**src/core/ucpmc_pkg.sv**
```systemverilog
`default_nettype none
package ucpmc_pkg;
   // core clock rate
   localparam int unsigned CLK_KHZ = 20000;
   // output discharge hold, least time, rounded up
   localparam int unsigned DISCH_US = 100;
   localparam int unsigned DISCH_CYCLES = (DISCH_US * CLK_KHZ + 999) / 1000;
   // high current retest window after moving to the second divider
   localparam int unsigned DIV_TEST_US = 200;
   localparam int unsigned DIV_TEST_CYCLES = (DIV_TEST_US * CLK_KHZ + 999) / 1000;
   // wake retention countdown, longest time, rounded down
   localparam int unsigned WAKE_MS = 64;
   localparam int unsigned WAKE_CYCLES_DFLT = WAKE_MS * CLK_KHZ;
   localparam int unsigned TMR_W = 21;
   // analog figures carried by the comparators and switches outside
   localparam int unsigned CHARGE_THRESH_MA = 750;
   localparam int unsigned SHORT_MAX_OHM = 200;
   localparam int unsigned DIV_LOW_MV = 2000;
   localparam int unsigned DIV_HIGH_MV = 2700;
   // mode pin patterns, mode_sel_a first
   localparam logic [2:0] CTL_AUTO_WAKE = 3'h3;
   localparam logic [2:0] CTL_CDP_GRP = 3'h7;
   localparam logic [2:0] CTL_SDP_WAKE = 3'h2;

   typedef enum logic [2:0] {
      M_DISCH = 3'b000,
      M_AUTO = 3'b001,
      M_SDP = 3'b010,
      M_STANDARD_PORT_WAKE_B = 3'b011,
      M_CDP = 3'b100,
      M_FSHORT = 3'b101,
      M_FDIV1 = 3'b110
   } ucpmc_mode_e;

   typedef enum logic [1:0] {
      ST_INIT = 2'b00,
      ST_DISCH = 2'b01,
      ST_ON = 2'b10
   } ucpmc_state_e;

   typedef enum logic [1:0] {
      SCH_NONE = 2'b00,
      SCH_SHORT = 2'b01,
      SCH_DIV1 = 2'b10,
      SCH_DIV2 = 2'b11
   } ucpmc_scheme_e;

   // mode pins plus current range select to charging mode
   function automatic ucpmc_mode_e ucpmc_decode(input logic [2:0] ctl, input logic ilim);
      ucpmc_mode_e m;
      m = M_DISCH;
      case (ctl)
         3'h1, 3'h3: m = M_AUTO;
         3'h2, 3'h6: m = M_SDP;
         3'h4: m = M_FSHORT;
         3'h5: m = M_FDIV1;
         3'h7: m = ilim ? M_CDP : M_STANDARD_PORT_WAKE_B;
         default: m = M_DISCH;
      endcase
      return m;
   endfunction

   // modes that pass the data lines through
   function automatic logic ucpmc_data_mode(input ucpmc_mode_e m);
      return (m == M_SDP) || (m == M_STANDARD_PORT_WAKE_B) || (m == M_CDP);
   endfunction
endpackage
`default_nettype wire

```
**src/core/ucpmc_mode_ctrl.sv**
```systemverilog
// Contract
// - entering automatic mode presents the first divider first
// - shorted-line device in auto: discharge, power back on, then shorted scheme
// - stay shorted until lines released, then back to first divider
// - charge current over threshold moves first divider to second
// - after retest keep second divider if current stays high, else first
// - first divider: D+ low level, D- high; second swaps them
// - shorted scheme ties D+ to D- under the impedance limit
// - forced modes hold one scheme, no automatic switching
// - pass switches close only in data modes with enable high
// - charging downstream keeps switches closed during handshake
// - switches open on enable low, pins 000, or dedicated modes
// - current limiting alone never opens the pass switches
// - reset holds initial state with output discharging
// - after reset go to the state the mode pins select
// - discharge sequence: power off, discharge output, power back on
// - retention only for 111X or 010X to 011X, low-speed devices only
// - watch D- always; D- high at idle means low-speed device (code watches it only in data modes with switches closed)
// - with low-speed device seen, ignore change to auto and keep mode
// - D- low restarts countdown; expiry with pins 011X enters auto mode
// - no retention for full-speed devices
// - mode pins decode per the fixed pattern table
// - no discharge between 1111 and 1110
// - enable low: switches and power off, output discharging
`timescale 1ns/1ps
`default_nettype none
module ucpmc_mode_ctrl #(
   parameter int unsigned WAKE_CYCLES = ucpmc_pkg::WAKE_CYCLES_DFLT
) (
   // clock and reset
   input wire logic core_clk,
   input wire logic sys_rst,
   // host control pins
   input wire logic modeSelA,
   input wire logic modeSelB,
   input wire logic modeSelC,
   input wire logic currentRangeSelect,
   input wire logic enable,
   // analog sense from the port side
   input wire logic dpHigh,
   input wire logic dmHigh,
   input wire logic shortDevAttach,
   input wire logic linesReleased,
   input wire logic chargeOverThreshold,
   // power path
   output logic powerSwitchOn,
   output logic outDischarge,
   output logic ilimHighSel,
   // data lines
   output logic dataSwitchOn,
   output logic dpAt2v0,
   output logic dpAt2v7,
   output logic dmAt2v0,
   output logic dmAt2v7,
   output logic linesShorted,
   // wake retention status
   output logic wakeHold
);
   import ucpmc_pkg::*;

   typedef struct packed {
      ucpmc_state_e st;
      ucpmc_mode_e mode;
      ucpmc_scheme_e scheme;
      logic divTest;
      logic hold;
      logic lsHid;
      logic [2:0] prevCtl;
      logic dmPrev;
      logic powerOn;
      logic disch;
      logic dataSw;
      logic ilimHi;
   } ucpmc_ctl_s;

   ucpmc_ctl_s q;
   ucpmc_ctl_s d;

   logic [2:0] ctl;
   ucpmc_mode_e pinMode;
   ucpmc_mode_e target;
   logic holdNow;
   logic pairSwap;
   logic dischLoad;
   logic [TMR_W-1:0] dischVal;
   logic dischBusy;
   logic wakeLoad;
   logic [TMR_W-1:0] wakeVal;
   logic wakeDone;
   ucpmc_scheme_e sigSel;

   ////////////////////////////////////////////////////////////////////////
   // timers

   ucpmc_countdown u_disch_tmr (
      .core_clk(core_clk),
      .sys_rst(sys_rst),
      .load(dischLoad),
      .loadVal(dischVal),
      .busy(dischBusy),
      .done()
   );

   ucpmc_countdown u_wake_tmr (
      .core_clk(core_clk),
      .sys_rst(sys_rst),
      .load(wakeLoad),
      .loadVal(wakeVal),
      .busy(),
      .done(wakeDone)
   );

   ////////////////////////////////////////////////////////////////////////
   // control

   assign ctl = {modeSelA, modeSelB, modeSelC};
   assign pinMode = ucpmc_decode(ctl, currentRangeSelect);

   // retention, mode selection and the charging state machine
   always_comb begin
      d = q;
      dischLoad = 1'b0;
      dischVal = TMR_W'(DISCH_CYCLES);
      wakeLoad = 1'b0;
      wakeVal = TMR_W'(WAKE_CYCLES);
      d.prevCtl = ctl;
      d.dmPrev = dmHigh;

      // D+ high at idle marks full speed, so it never counts
      if (ucpmc_data_mode(q.mode) && q.dataSw && dmHigh && !dpHigh) begin
         d.lsHid = 1'b1;
      end else if (!ucpmc_data_mode(q.mode)) begin
         d.lsHid = 1'b0;
      end

      // retention starts only on the documented pin transitions
      holdNow = q.hold;
      if (!q.hold && q.st == ST_ON && ctl == CTL_AUTO_WAKE && q.lsHid && ucpmc_data_mode(q.mode) &&
          (q.prevCtl == CTL_CDP_GRP || q.prevCtl == CTL_SDP_WAKE)) begin
         holdNow = 1'b1;
      end
      if (holdNow && ctl != CTL_AUTO_WAKE) begin
         holdNow = 1'b0;
         wakeLoad = 1'b1;
         wakeVal = '0;
      end else if (q.hold && wakeDone) begin
         holdNow = 1'b0;
      end else if (holdNow && q.dmPrev && !dmHigh) begin
         wakeLoad = 1'b1;
      end
      d.hold = holdNow;
      target = holdNow ? q.mode : pinMode;
      pairSwap = (q.mode == M_CDP && target == M_STANDARD_PORT_WAKE_B) || (q.mode == M_STANDARD_PORT_WAKE_B && target == M_CDP);

      unique case (q.st)
         ST_INIT: begin
            d.mode = target;
            d.scheme = SCH_DIV1;
            d.divTest = 1'b0;
            d.st = ST_DISCH;
            dischLoad = 1'b1;
         end
         ST_DISCH: begin
            if (target != q.mode) begin
               d.mode = target;
               d.scheme = SCH_DIV1;
               d.divTest = 1'b0;
               dischLoad = 1'b1;
            end else if (!enable || q.mode == M_DISCH) begin
               dischLoad = 1'b1;
            end else if (!dischBusy) begin
               d.st = ST_ON;
            end
         end
         ST_ON: begin
            if (!enable || (target != q.mode && !pairSwap)) begin
               d.st = ST_DISCH;
               if (target != q.mode) begin
                  d.scheme = SCH_DIV1;
               end
               d.mode = target;
               d.divTest = 1'b0;
               dischLoad = 1'b1;
            end else if (pairSwap) begin
               d.mode = target;
            end else if (q.mode == M_AUTO) begin
               unique case (q.scheme)
                  SCH_DIV1: begin
                     if (shortDevAttach) begin
                        d.scheme = SCH_SHORT;
                        d.st = ST_DISCH;
                        dischLoad = 1'b1;
                     end else if (chargeOverThreshold) begin
                        d.scheme = SCH_DIV2;
                        d.divTest = 1'b1;
                        dischLoad = 1'b1;
                        dischVal = TMR_W'(DIV_TEST_CYCLES);
                     end
                  end
                  SCH_DIV2: begin
                     if (q.divTest && !dischBusy) begin
                        d.divTest = 1'b0;
                        if (!chargeOverThreshold) begin
                           d.scheme = SCH_DIV1;
                        end
                     end
                  end
                  SCH_SHORT: begin
                     if (linesReleased) begin
                        d.scheme = SCH_DIV1;
                     end
                  end
                  default: d.scheme = SCH_DIV1;
               endcase
            end
         end
         default: d.st = ST_INIT;
      endcase

      // power path and switches follow the next state
      d.powerOn = (d.st == ST_ON);
      d.disch = (d.st != ST_ON);
      // current limit state is not an input here, so it cannot open them
      d.dataSw = enable && ucpmc_data_mode(d.mode);
      d.ilimHi = currentRangeSelect || d.mode == M_AUTO || d.mode == M_CDP;
   end

   // discharge and initial state are the reset image
   always_ff @(posedge core_clk) begin
      if (sys_rst) begin
         q <= '0;
         q.disch <= 1'b1;
      end else begin
         q <= d;
      end
   end

   ////////////////////////////////////////////////////////////////////////
   // signature and outputs

   // no scheme is selected while the output discharges; the registered drive stage follows one cycle later
   always_comb begin
      sigSel = SCH_NONE;
      if (q.st == ST_ON) begin
         unique case (q.mode)
            M_AUTO: sigSel = q.scheme;
            M_FSHORT: sigSel = SCH_SHORT;
            M_FDIV1: sigSel = SCH_DIV1;
            default: sigSel = SCH_NONE;
         endcase
      end
   end

   ucpmc_sig_drive u_sig (
      .core_clk(core_clk),
      .sys_rst(sys_rst),
      .scheme(sigSel),
      .dpAt2v0(dpAt2v0),
      .dpAt2v7(dpAt2v7),
      .dmAt2v0(dmAt2v0),
      .dmAt2v7(dmAt2v7),
      .linesShorted(linesShorted)
   );

   assign powerSwitchOn = q.powerOn;
   assign outDischarge = q.disch;
   assign ilimHighSel = q.ilimHi;
   assign dataSwitchOn = q.dataSw;
   assign wakeHold = q.hold;
endmodule
`default_nettype wire

```
**src/core/ucpmc_countdown.sv**
```systemverilog
`timescale 1ns/1ps
`default_nettype none
module ucpmc_countdown (
   // clock and reset
   input wire logic core_clk,
   input wire logic sys_rst,
   // load a start value, zero clears
   input wire logic load,
   input wire logic [ucpmc_pkg::TMR_W-1:0] loadVal,
   // state
   output logic busy,
   output logic done
);
   import ucpmc_pkg::*;

   typedef struct packed {
      logic [TMR_W-1:0] cnt;
      logic done;
   } ucpmc_cd_s;

   ucpmc_cd_s q;
   ucpmc_cd_s d;

   // reload wins over counting so a restart never loses time
   always_comb begin
      d = q;
      d.done = 1'b0;
      if (load) begin
         d.cnt = loadVal;
      end else if (q.cnt != '0) begin
         d.cnt = q.cnt - TMR_W'(1);
         d.done = (q.cnt == TMR_W'(1));
      end
   end

   always_ff @(posedge core_clk) begin
      if (sys_rst) begin
         q <= '0;
      end else begin
         q <= d;
      end
   end

   assign busy = (q.cnt != '0);
   assign done = q.done;
endmodule
`default_nettype wire

```
**src/core/ucpmc_sig_drive.sv**
```systemverilog
`timescale 1ns/1ps
`default_nettype none
module ucpmc_sig_drive (
   // clock and reset
   input wire logic core_clk,
   input wire logic sys_rst,
   // scheme to present
   input wire ucpmc_pkg::ucpmc_scheme_e scheme,
   // data line bias switches
   output logic dpAt2v0,
   output logic dpAt2v7,
   output logic dmAt2v0,
   output logic dmAt2v7,
   output logic linesShorted
);
   import ucpmc_pkg::*;

   typedef struct packed {
      logic dp20;
      logic dp27;
      logic dm20;
      logic dm27;
      logic shorted;
   } ucpmc_sig_s;

   ucpmc_sig_s q;
   ucpmc_sig_s d;

   // one bias source per line, never both
   always_comb begin
      d = '0;
      unique case (scheme)
         SCH_DIV1: begin
            d.dp20 = 1'b1;
            d.dm27 = 1'b1;
         end
         SCH_DIV2: begin
            d.dp27 = 1'b1;
            d.dm20 = 1'b1;
         end
         SCH_SHORT: d.shorted = 1'b1; // switch sized below SHORT_MAX_OHM
         SCH_NONE: d = '0;
      endcase
   end

   always_ff @(posedge core_clk) begin
      if (sys_rst) begin
         q <= '0;
      end else begin
         q <= d;
      end
   end

   assign dpAt2v0 = q.dp20;
   assign dpAt2v7 = q.dp27;
   assign dmAt2v0 = q.dm20;
   assign dmAt2v7 = q.dm27;
   assign linesShorted = q.shorted;
endmodule
`default_nettype wire

```
**config.mk**
```make
export PLATFORM = sky130hd
export DESIGN_NAME = ucpmc_mode_ctrl
export DESIGN_NICKNAME = d
export VERILOG_FILES = /design/src/core/ucpmc_pkg.sv /design/src/core/ucpmc_mode_ctrl.sv /design/src/core/ucpmc_countdown.sv /design/src/core/ucpmc_sig_drive.sv
export SDC_FILE = /design/constraint.sdc
export NUM_CORES = 1
export LEC_CHECK = 0
export BUFFER_PORTS_ARGS = -buffer_cell sky130_fd_sc_hd__buf_4
export CAP_MARGIN = 40
export CORE_AREA = 4 4 110 112
export CTS_BUF_LIST = sky130_fd_sc_hd__clkbuf_4
export CTS_CLUSTER_DIAMETER = 150
export CTS_CLUSTER_SIZE = 40
export DETAILED_ROUTE_END_ITERATION = 10
export DIE_AREA = 0 0 114 116
export PLACE_DENSITY = 0.53
export SLEW_MARGIN = 0
export SYNTH_ARGS = -nofsm -noshare
export SYNTH_HDL_FRONTEND = slang
export SYNTH_SLANG_ARGS = --single-unit
```
**constraint.sdc**
```tcl
create_clock -name core_clk -period 6.15 [get_ports core_clk]
set_input_delay 0.3075 -clock core_clk [delete_from_list [all_inputs] [get_ports core_clk]]
set_output_delay 0.3075 -clock core_clk [all_outputs]
set_load 0.005 [all_outputs]
```
==> results summary, run 1 <==
The run finished with clean final reports. The critical path in this run is classified as flop to flop. The count of TritonRoute iterations in the first routing pass is 4. The die covers 0.0132 mm2. Derived from the worst setup path, the maximum achievable clock frequency is 0.317 GHz. The number of sinks on the clock net came out at 64. The net count after synthesis is 406. At the worst endpoint, the required time is 6.47 ns. The number of port buffers came out at 21. Power comes to 1.23 mW. The tightest min-delay check is of the input pin to flop type.

The transition time of the tightest slew-check pin came out at 0.707 ns. For this run, the register share of the synthesized area comes to 0.392. The number of remaining DRC errors came out at 0.

The count of placed standard cells in the final layout, fillers left out came out at 553. The detail-routed via count per cell is 4.99. The half-perimeter wire length after placement is 5120 um. Measured against its own limit, the worst slew margin works out to 0.525. The most used flip-flop cell after synthesis is dfxtp_1. The max-capacitance violation count is 0. The clock-pin slew of the registers on the worst-case setup and hold paths came out at 0.10 ns.

Clock skew on the completed layout was measured at 0.0126 ns. The number of buffers on the longest clock path came out at 2. The number of warning messages in the yosys log came out at 0.

The congestion estimate from routability-driven global placement came to 0.806. The relative area change from synthesis to final layout came out at 11.2%. Counting every instance in the synthesized netlist gives 391. The peak supply drop came out at 0.253 mV. After global routing the overflow that remains totals 0.

The detail route stage leaves a number of antenna-violating nets equal to 0. The fraction of registers with async set/reset is 0. The kind of end point of the critical path is a flop. In this run the post-CTS setup repair buffer count came out at 0.

The area of the mapped netlist came out at 0.00327 mm2. The critical path contains buffers and inverters numbering 0 combined. The final hold violation count came out at 0. The die height came out at 116 um. The post-placement worst setup slack is 2.89 ns. The setup TNS after final layout is 0 ns.

Entering global routing, the biggest net connects 27 pins. The number of H-tree branching levels is 3. The number of standard-cell rows in the floorplan is 39. The total vias in the final route came out at 2761.

The final period utilization came out at 0.514. Yosys mapped a number of flops with a built-in enable equal to 0. The final critical delay including setup and external delays came out at 3.16 ns. The count of cell types in the netlist is 62.

The maximum net fanout on the critical path is 11. The met2 routing resource usage after global routing is 0.182. The hold buffer count at cts is 0.

The max-slew violation count came out at 0. met2 is the most crowded layer. The met3 track demand over resource in global routing is 0.0423. In this run, the number of DRC markers left after iteration 0 of detailed routing was 186.

The TritonCTS buffer count is 9. The CTS root buffer is clkbuf_4. Setup repair after global routing left no endpoint under its margin. The leakage power summed over all cells came out at 1.42 nW. The repair_antennas step left the layout with diodes totalling 0. The via count of the first global-routing pass came out at 2562. Of the cells placed in the final design, the portion with a size suffix greater than 1 is 0.137. The count of boundary I/O pins is 22.

The per-instance average area after synthesis is 8.36 um2. The family with the most delay on the worst path is compound AO/OA/AOI/OAI gates. The initial antenna violation count came out at 0. Setup violations remaining at the end of the flow were counted as 0.

The slowest stage of the critical path belongs to the cell o22ai_1. The placeable core region is 0.0112 mm2. The detailed-route wire length is 7180 um. At the later pin of the worst-skew pair, clock insertion delay measures 0.41 ns.

The signal on the critical path passes through a2111oi_0, a221oi_1, o31ai_1, o21ai_0, o22ai_1, nand2_1, a211oi_1. The launching element type of the critical path is a flop. The global-route total usage across every layer is 0.114.

The number of gates resized after cts came out at 0. After the last flow step, the layout net total stands at 421. The average wire per cell in the routed design came out at 13.0 um.

On the worst path, the slowest cell contributes a delay of 0.56 ns. The critical path arrival is 3.48 ns. The number of placed instances, taps included, is 538.

The first global-routing pass estimated 12100 um of wire. The met1 capacity usage during global routing is 0.144. The worst-case setup margin in the final layout came out at 2.99 ns.

The total power per unit cell area is 339 mW/mm2. TritonCTS built the clock tree. The reg-to-reg setup timing slack came out at 2.99 ns. Synthesis inferred 64 register bits.

The x dimension of the die is 114 um. The initial utilization of the core area, before any placement, comes to 0.291.
-- layout make-up --
cell class	instances	area, um2
Fill cell	1195	7580
Multi-Input combinational cell	299	1850
Sequential cell	64	1280
Tap cell	143	179
Timing Repair Buffer	23	170
Clock buffer	9	67.6
Clock inverter	6	51.3
Inverter	9	35.0
-- synth_stat cells, types with 2 or more instances --
library cell  instances  area (um2)
xor2_1               10        87.6
and2_1                5        31.3
or2_2                 4        25.0
a22o_1                2        17.5
buf_4                 2        15.0
and3_1                3        18.8
a21boi_0              2        15.0
nand3b_1              7        52.6
nand2_1              34         128
clkbuf_1             12        45.0
nand2b_1             10        62.6
mux2_2                2        22.5
a31oi_1               9        56.3
o41ai_1               2        17.5
a31o_2                2        17.5
inv_1                 8        30.0
nor2b_1              10        62.6
nand4b_1              3        26.3
or4_1                 3        22.5
xnor2_1              20         175
o21ai_0              10        50.1
nand3_1               6        30.0
dfxtp_1              64        1280
nor3_1               15        75.1
or3_1                 6        37.5
a21o_1                3        22.5
a211oi_1              3        22.5
o31ai_1               4        30.0
nor4_1               13        81.3
or4_4                 3        33.8
nand4_1               2        12.5
o211a_1               2        20.0
buf_6                 2        22.5
a21oi_1              22         110
nor3b_1               4        30.0
ha_1                  3        37.5
nor2_1               53         199
buf_2                 2        10.0
-- final timing paths --
path | start | to | cells after the start
worst min register to register | q[10] | q[10] | 2
worst min-delay path | dmHigh | q[4] | 2
worst max register to register | q[15] | u_disch_tmr.q[2] | 7
worst max-delay path | q[15] | u_disch_tmr.q[2] | 7
-- flip-flops by register name (all words and copies together) (netlist names) --
| name | flops |
|---|---|
| wakeHold | 1 |
| powerSwitchOn | 1 |
| u_sig.dpAt2v0 | 1 |
| dataSwitchOn | 1 |
| u_disch_tmr.q | 21 |
| u_wake_tmr.q | 21 |
| u_sig.dpAt2v7 | 1 |
| q | 13 |
| ilimHighSel | 1 |
| u_sig.linesShorted | 1 |
| outDischarge | 1 |
| u_wake_tmr.done | 1 |
-- metal layers --
metal	share of wire	vias to the layer above	wire, um
li1	-	1423	-
met1	0.47	1287	3390
met2	0.47	42	3370
met3	0.049	9	355
met4	0.0089	0	64
met5	0	-	0
-- per-stage QoR --
stage	cell area (um2)	hold WS, ns	util
global placement	3510	0.477	0.313
floorplan	3270	0.424	-
CTS	3640	0.0997	0.324
detailed placement	3520	0.481	0.314
global route	3640	0.131	0.324
finish	3640	0.137	0.324
-- report_power, final --
| part | switching, mW | internal (mW) | leakage, nW |
|---|---|---|---|
| logic | 0.238 | 0.184 | 0.829 |
| clock network | 0.151 | 0.116 | 0.0681 |
| registers | 0.0629 | 0.482 | 0.524 |
| total | 0.451 | 0.783 | 1.42 |
-- logic make-up after synthesis --
kind of cell               count (synthesis)  synth area share
xor gates and xnor gates                  30            0.0803
DFF                                       64             0.392
AOI/OAI and AO/OA                         75             0.156
buffers and inverters                     28            0.0413
muxes                                      3           0.00995
and+or+nand+nor                          188             0.309
adders and majority gates                  3            0.0115
-- layout by cell type (no fill, tap or decap), types with 8 or more instances in the layout --
cell and n:
nand2_1 34, nor3_1 15, nor2b_1 10, nor4_1 13
a31oi_1 9, inv_1 8, clkbuf_4 9, nand2b_1 10
a21oi_1 22, nor2_1 53, xor2_1 10, buf_4 22
dfxtp_1 64, xnor2_1 20, o21ai_0 10
(Power assumes the default switching activity.)
==> inputs of run 2 (changes only) <==
--- a/config.mk
+++ b/config.mk
@@ -5,14 +5,15 @@
 export SDC_FILE = /design/constraint.sdc
 export NUM_CORES = 1
 export LEC_CHECK = 0
+export ABC_AREA = 1
 export BUFFER_PORTS_ARGS = -buffer_cell sky130_fd_sc_hd__buf_4
 export CAP_MARGIN = 40
-export CORE_AREA = 4 4 110 112
+export CORE_AREA = 4 4 114 116
 export CTS_BUF_LIST = sky130_fd_sc_hd__clkbuf_4
 export CTS_CLUSTER_DIAMETER = 150
 export CTS_CLUSTER_SIZE = 40
 export DETAILED_ROUTE_END_ITERATION = 10
-export DIE_AREA = 0 0 114 116
+export DIE_AREA = 0 0 118 120
 export PLACE_DENSITY = 0.53
 export SLEW_MARGIN = 0
 export SYNTH_ARGS = -nofsm -noshare
==> constraint.sdc (replaced) <==
create_clock -name core_clk -period 3 [get_ports core_clk]
set_input_delay 0.15 -clock core_clk [delete_from_list [all_inputs] [get_ports core_clk]]
set_output_delay 0.15 -clock core_clk [all_outputs]
set_load 0.005 [all_outputs]
==> run 2 against run 1 <==
Non-clock buffer count rose by 4. Clock power grew 79%. Critical path depth rose by 9. Worst setup slack got worse by 2.5 ns. Sequential power increased by 100%. Clock-buffer cell count rose by 1. Critical path type unchanged.
==> results summary, run 2 <==
Counting instances in the post-synthesis netlist gives the leading cell types as nor2_1, inv_1, nand2_1, dfxtp_1, a21oi_1. By startpoint and endpoint, the worst setup path is classified as flop to flop. The reg-to-reg setup timing slack is 0.52 ns. The fraction of registers with async set/reset came out at 0. nor2_1 is the most common cell in the netlist. The cell at the slowest stage of the critical path is dfxtp_1. The tree is rooted in a clkbuf_4. The area of the mapped netlist came out at 0.00356 mm2.

The layout filler cell count came out at 1303. The number of buffers on the longest clock path came out at 2. The number of warning messages in the yosys log is 0. The largest clock skew in the final design came out at 0.0180 ns. The most numerous cell type found on the critical path is nand2_4. The post-route total power is 2.54 mW. The max-slew violation count came out at 0. The TritonCTS buffer count came out at 9. Yosys mapped a number of flops with a built-in enable equal to 0.

The worst setup path is launched from a flop. STA puts the critical path data required time at 3.34 ns. The sequential cell area in the final layout came out at 0.00128 mm2. The library cell used most frequently in the layout, excluding fill and tap cells, is nor2_1. The final critical delay including setup and external delays is 2.48 ns. The per-instance average area after synthesis came out at 6.81 um2.

Walking the worst path, the cells encountered are inv_2, nor2_4, nand2_2, nor2_2, nand3_2, nand2_4, nand3_4, nand3_1, nand2_1, nor2_2, nand2_2, a21oi_2, nand3_2, nand2_4, nand2_4, nor3_1. The first global-routing pass estimated 14300 um of wire. The relative area change from synthesis to final layout came out at 12.3%. The leakage power summed over all cells came out at 1.82 nW. The count of cell types in the netlist came out at 39. The max-capacitance violation count is 0. The count of boundary I/O pins is 22.

The number of synthesized register bits came out at 64. Data arrives at the worst endpoint at 2.82 ns. The post-placement worst setup slack is 0.509 ns. The number of DRC markers in iteration 0 is 151.

After clock tree synthesis, the clock-pin slew on the worst setup and hold paths is 0.10 ns. The library cells used most frequently in the layout, excluding fill and tap cells, are nor2_1, inv_1, nand2_1, dfxtp_1, a21oi_1. The number of cells produced by synthesis came out at 523. The biggest cell delay along the critical path is 0.47 ns. Together, buffers and inverters on the worst path number 1. The final hold violation count is 0. For this run, the top clock speed supported by timing is 0.403 GHz.

The number of standard-cell rows in the floorplan is 40. The placeable core region is 0.0119 mm2. TritonCTS built the clock tree.

The die covers 0.0142 mm2. The worst-case setup margin in the final layout came out at 0.518 ns. The diode insertion count for antenna repair is 0. The via count of the first global-routing pass came out at 3199.

The floorplan step set the die width to 118 um. The final setup violation count came out at 0. The number of remaining DRC errors is 0.

The number of gates resized after cts is 0. In the routed layout, each cell is associated on average with a via count of 4.70. The die height came out at 120 um. The half-perimeter wire length after placement is 6180 um.

The total vias in the final route came out at 3305. The worst hold margin came out at 0.0294 ns. Of the available clock period, the critical path in the final layout requires 0.827. In the synthesized netlist the dominant register cell turns out to be dfxtp_1. The setup TNS after final layout is 0 ns. Setup repair after global routing left no endpoint under its margin. The initial utilization of the core area, before any placement, comes to 0.299.

Dividing total power by cell area gives a power density of 635 mW/mm2. In the post-synthesis netlist, the biggest area contributors are dfxtp_1, nor2_1, inv_1. The share of layout cells above drive strength 1 came out at 0.124. The count of nets left with antenna violations once routing finished came out at 0. Summed over all layers, the routed wires come to 8150 um.

The final RePlAce weighted congestion came out at 0.878. The initial antenna violation count came to 0. The transition time of the tightest slew-check pin came out at 0.523 ns. The count of TritonRoute iterations in the first routing pass came out at 4. For this run, the register share of the synthesized area comes to 0.360. The top cell type's share of synthesized area is 0.360. Entering global routing, the biggest net connects 25 pins. Headroom to the max-slew limit came out at 0.649. The family with the most delay on the worst path is simple AND/OR/NAND/NOR gates. The net count after synthesis came out at 538. In the global route stage, overall resource usage came out at 0.121.

The tightest min-delay check is of the input pin to flop type. The tree built by TritonCTS fans out to 64 sinks. In this run the worst path has a maximum fanout of 13.

The number of H-tree branching levels came out at 3. dfxtp_1 takes more of the synthesized area than any other cell. The worst setup path is captured at a flop. The area taken by multi-input logic gates came out at 0.00191 mm2. The largest registers in the layout are u_disch_tmr.q x21, u_wake_tmr.q x21, q x13. The number of nets in the layout is 567. After detailed routing, the average wire length per cell comes to 11.6 um. The clock latency of the later-clocked register in the worst-skew pair came out at 0.42 ns. The run finished with clean final reports. The peak supply drop is 0.411 mV.

The number of port buffers came out at 21. The total overflow left after global routing is 0.
## run 2: changes by cell type after synthesis, sizes merged, moves of 8 or more
cell | before | now
xnor2 | 20 | 6
nor2b | 10 | 0
nor4 | 14 | 6
inv | 8 | 81
nor2 | 53 | 123
nand3 | 6 | 31
a21oi | 22 | 30
nand4 | 2 | 14
clkbuf | 13 | 4
nand2b | 10 | 0
nand2 | 34 | 81
## run 2: where the power goes
| group | switching, mW | internal [mW] | leakage [nW] |
|---|---|---|---|
| combinational | 0.599 | 0.354 | 1.24 |
| clock | 0.311 | 0.167 | 0.0571 |
| sequential | 0.124 | 0.982 | 0.524 |
## run 2: what timing repair did
action | 4_1_cts | 5_1_grt
hold endpoints to repair | 5 | 0
hold buffers | 4 | 0
buffers inserted | 0 | 0
## run 2: worst min-delay path, stage by stage
cell and delay, ns:
buf_4 0.10, o31ai_1 0.10, inv_1 0.06
## run 2: area by class of cell
type / count / share of cell area
clock buffer: 10 / 0.0188
clock inverter: 5 / 0.00626
inverter: 81 / 0.0761
multi-input combinational: 369 / 0.479
sequential: 64 / 0.321
tap: 147 / 0.0460
timing repair buffer: 27 / 0.0532
## run 2: kinds of logic after synthesis
kind of cell | count (synthesis) | synth area share
DFF | 64 | 0.360
AOI/OAI and AO/OA | 60 | 0.0953
and+or+nand+nor | 286 | 0.383
adders and majority gates | 3 | 0.0105
buffers and inverters | 90 | 0.102
xor gates and xnor gates | 20 | 0.0492
## run 2: path summary, 6_finish.rpt
kind | cells after the start | to | startpoint
worst max-delay path | 16 | u_disch_tmr.q[15] | q[17]
worst min-delay path | 3 | ilimHighSel | currentRangeSelect
worst max register to register | 16 | u_disch_tmr.q[15] | q[17]
worst min register to register | 2 | u_wake_tmr.q[2] | u_wake_tmr.q[2]
## run 2: routing by layer
metal  wire, um  vias up  track usage  share of wire
li1           -     1739            -              -
met1       3930     1494        0.152           0.48
met2       3770       60        0.201           0.46
met3        302       12       0.0339          0.037
met4        146        0       0.0410          0.018
met5          0        -            0              0
## run 2: stage by stage
stage               instance area (um2)  cells  utilization
floorplan                          3560    523            -
global placement                   3860    684        0.324
detailed placement                 3860    684        0.324
CTS                                4000    703        0.336
global route                       4000    703        0.336
finish                             4000    703        0.336
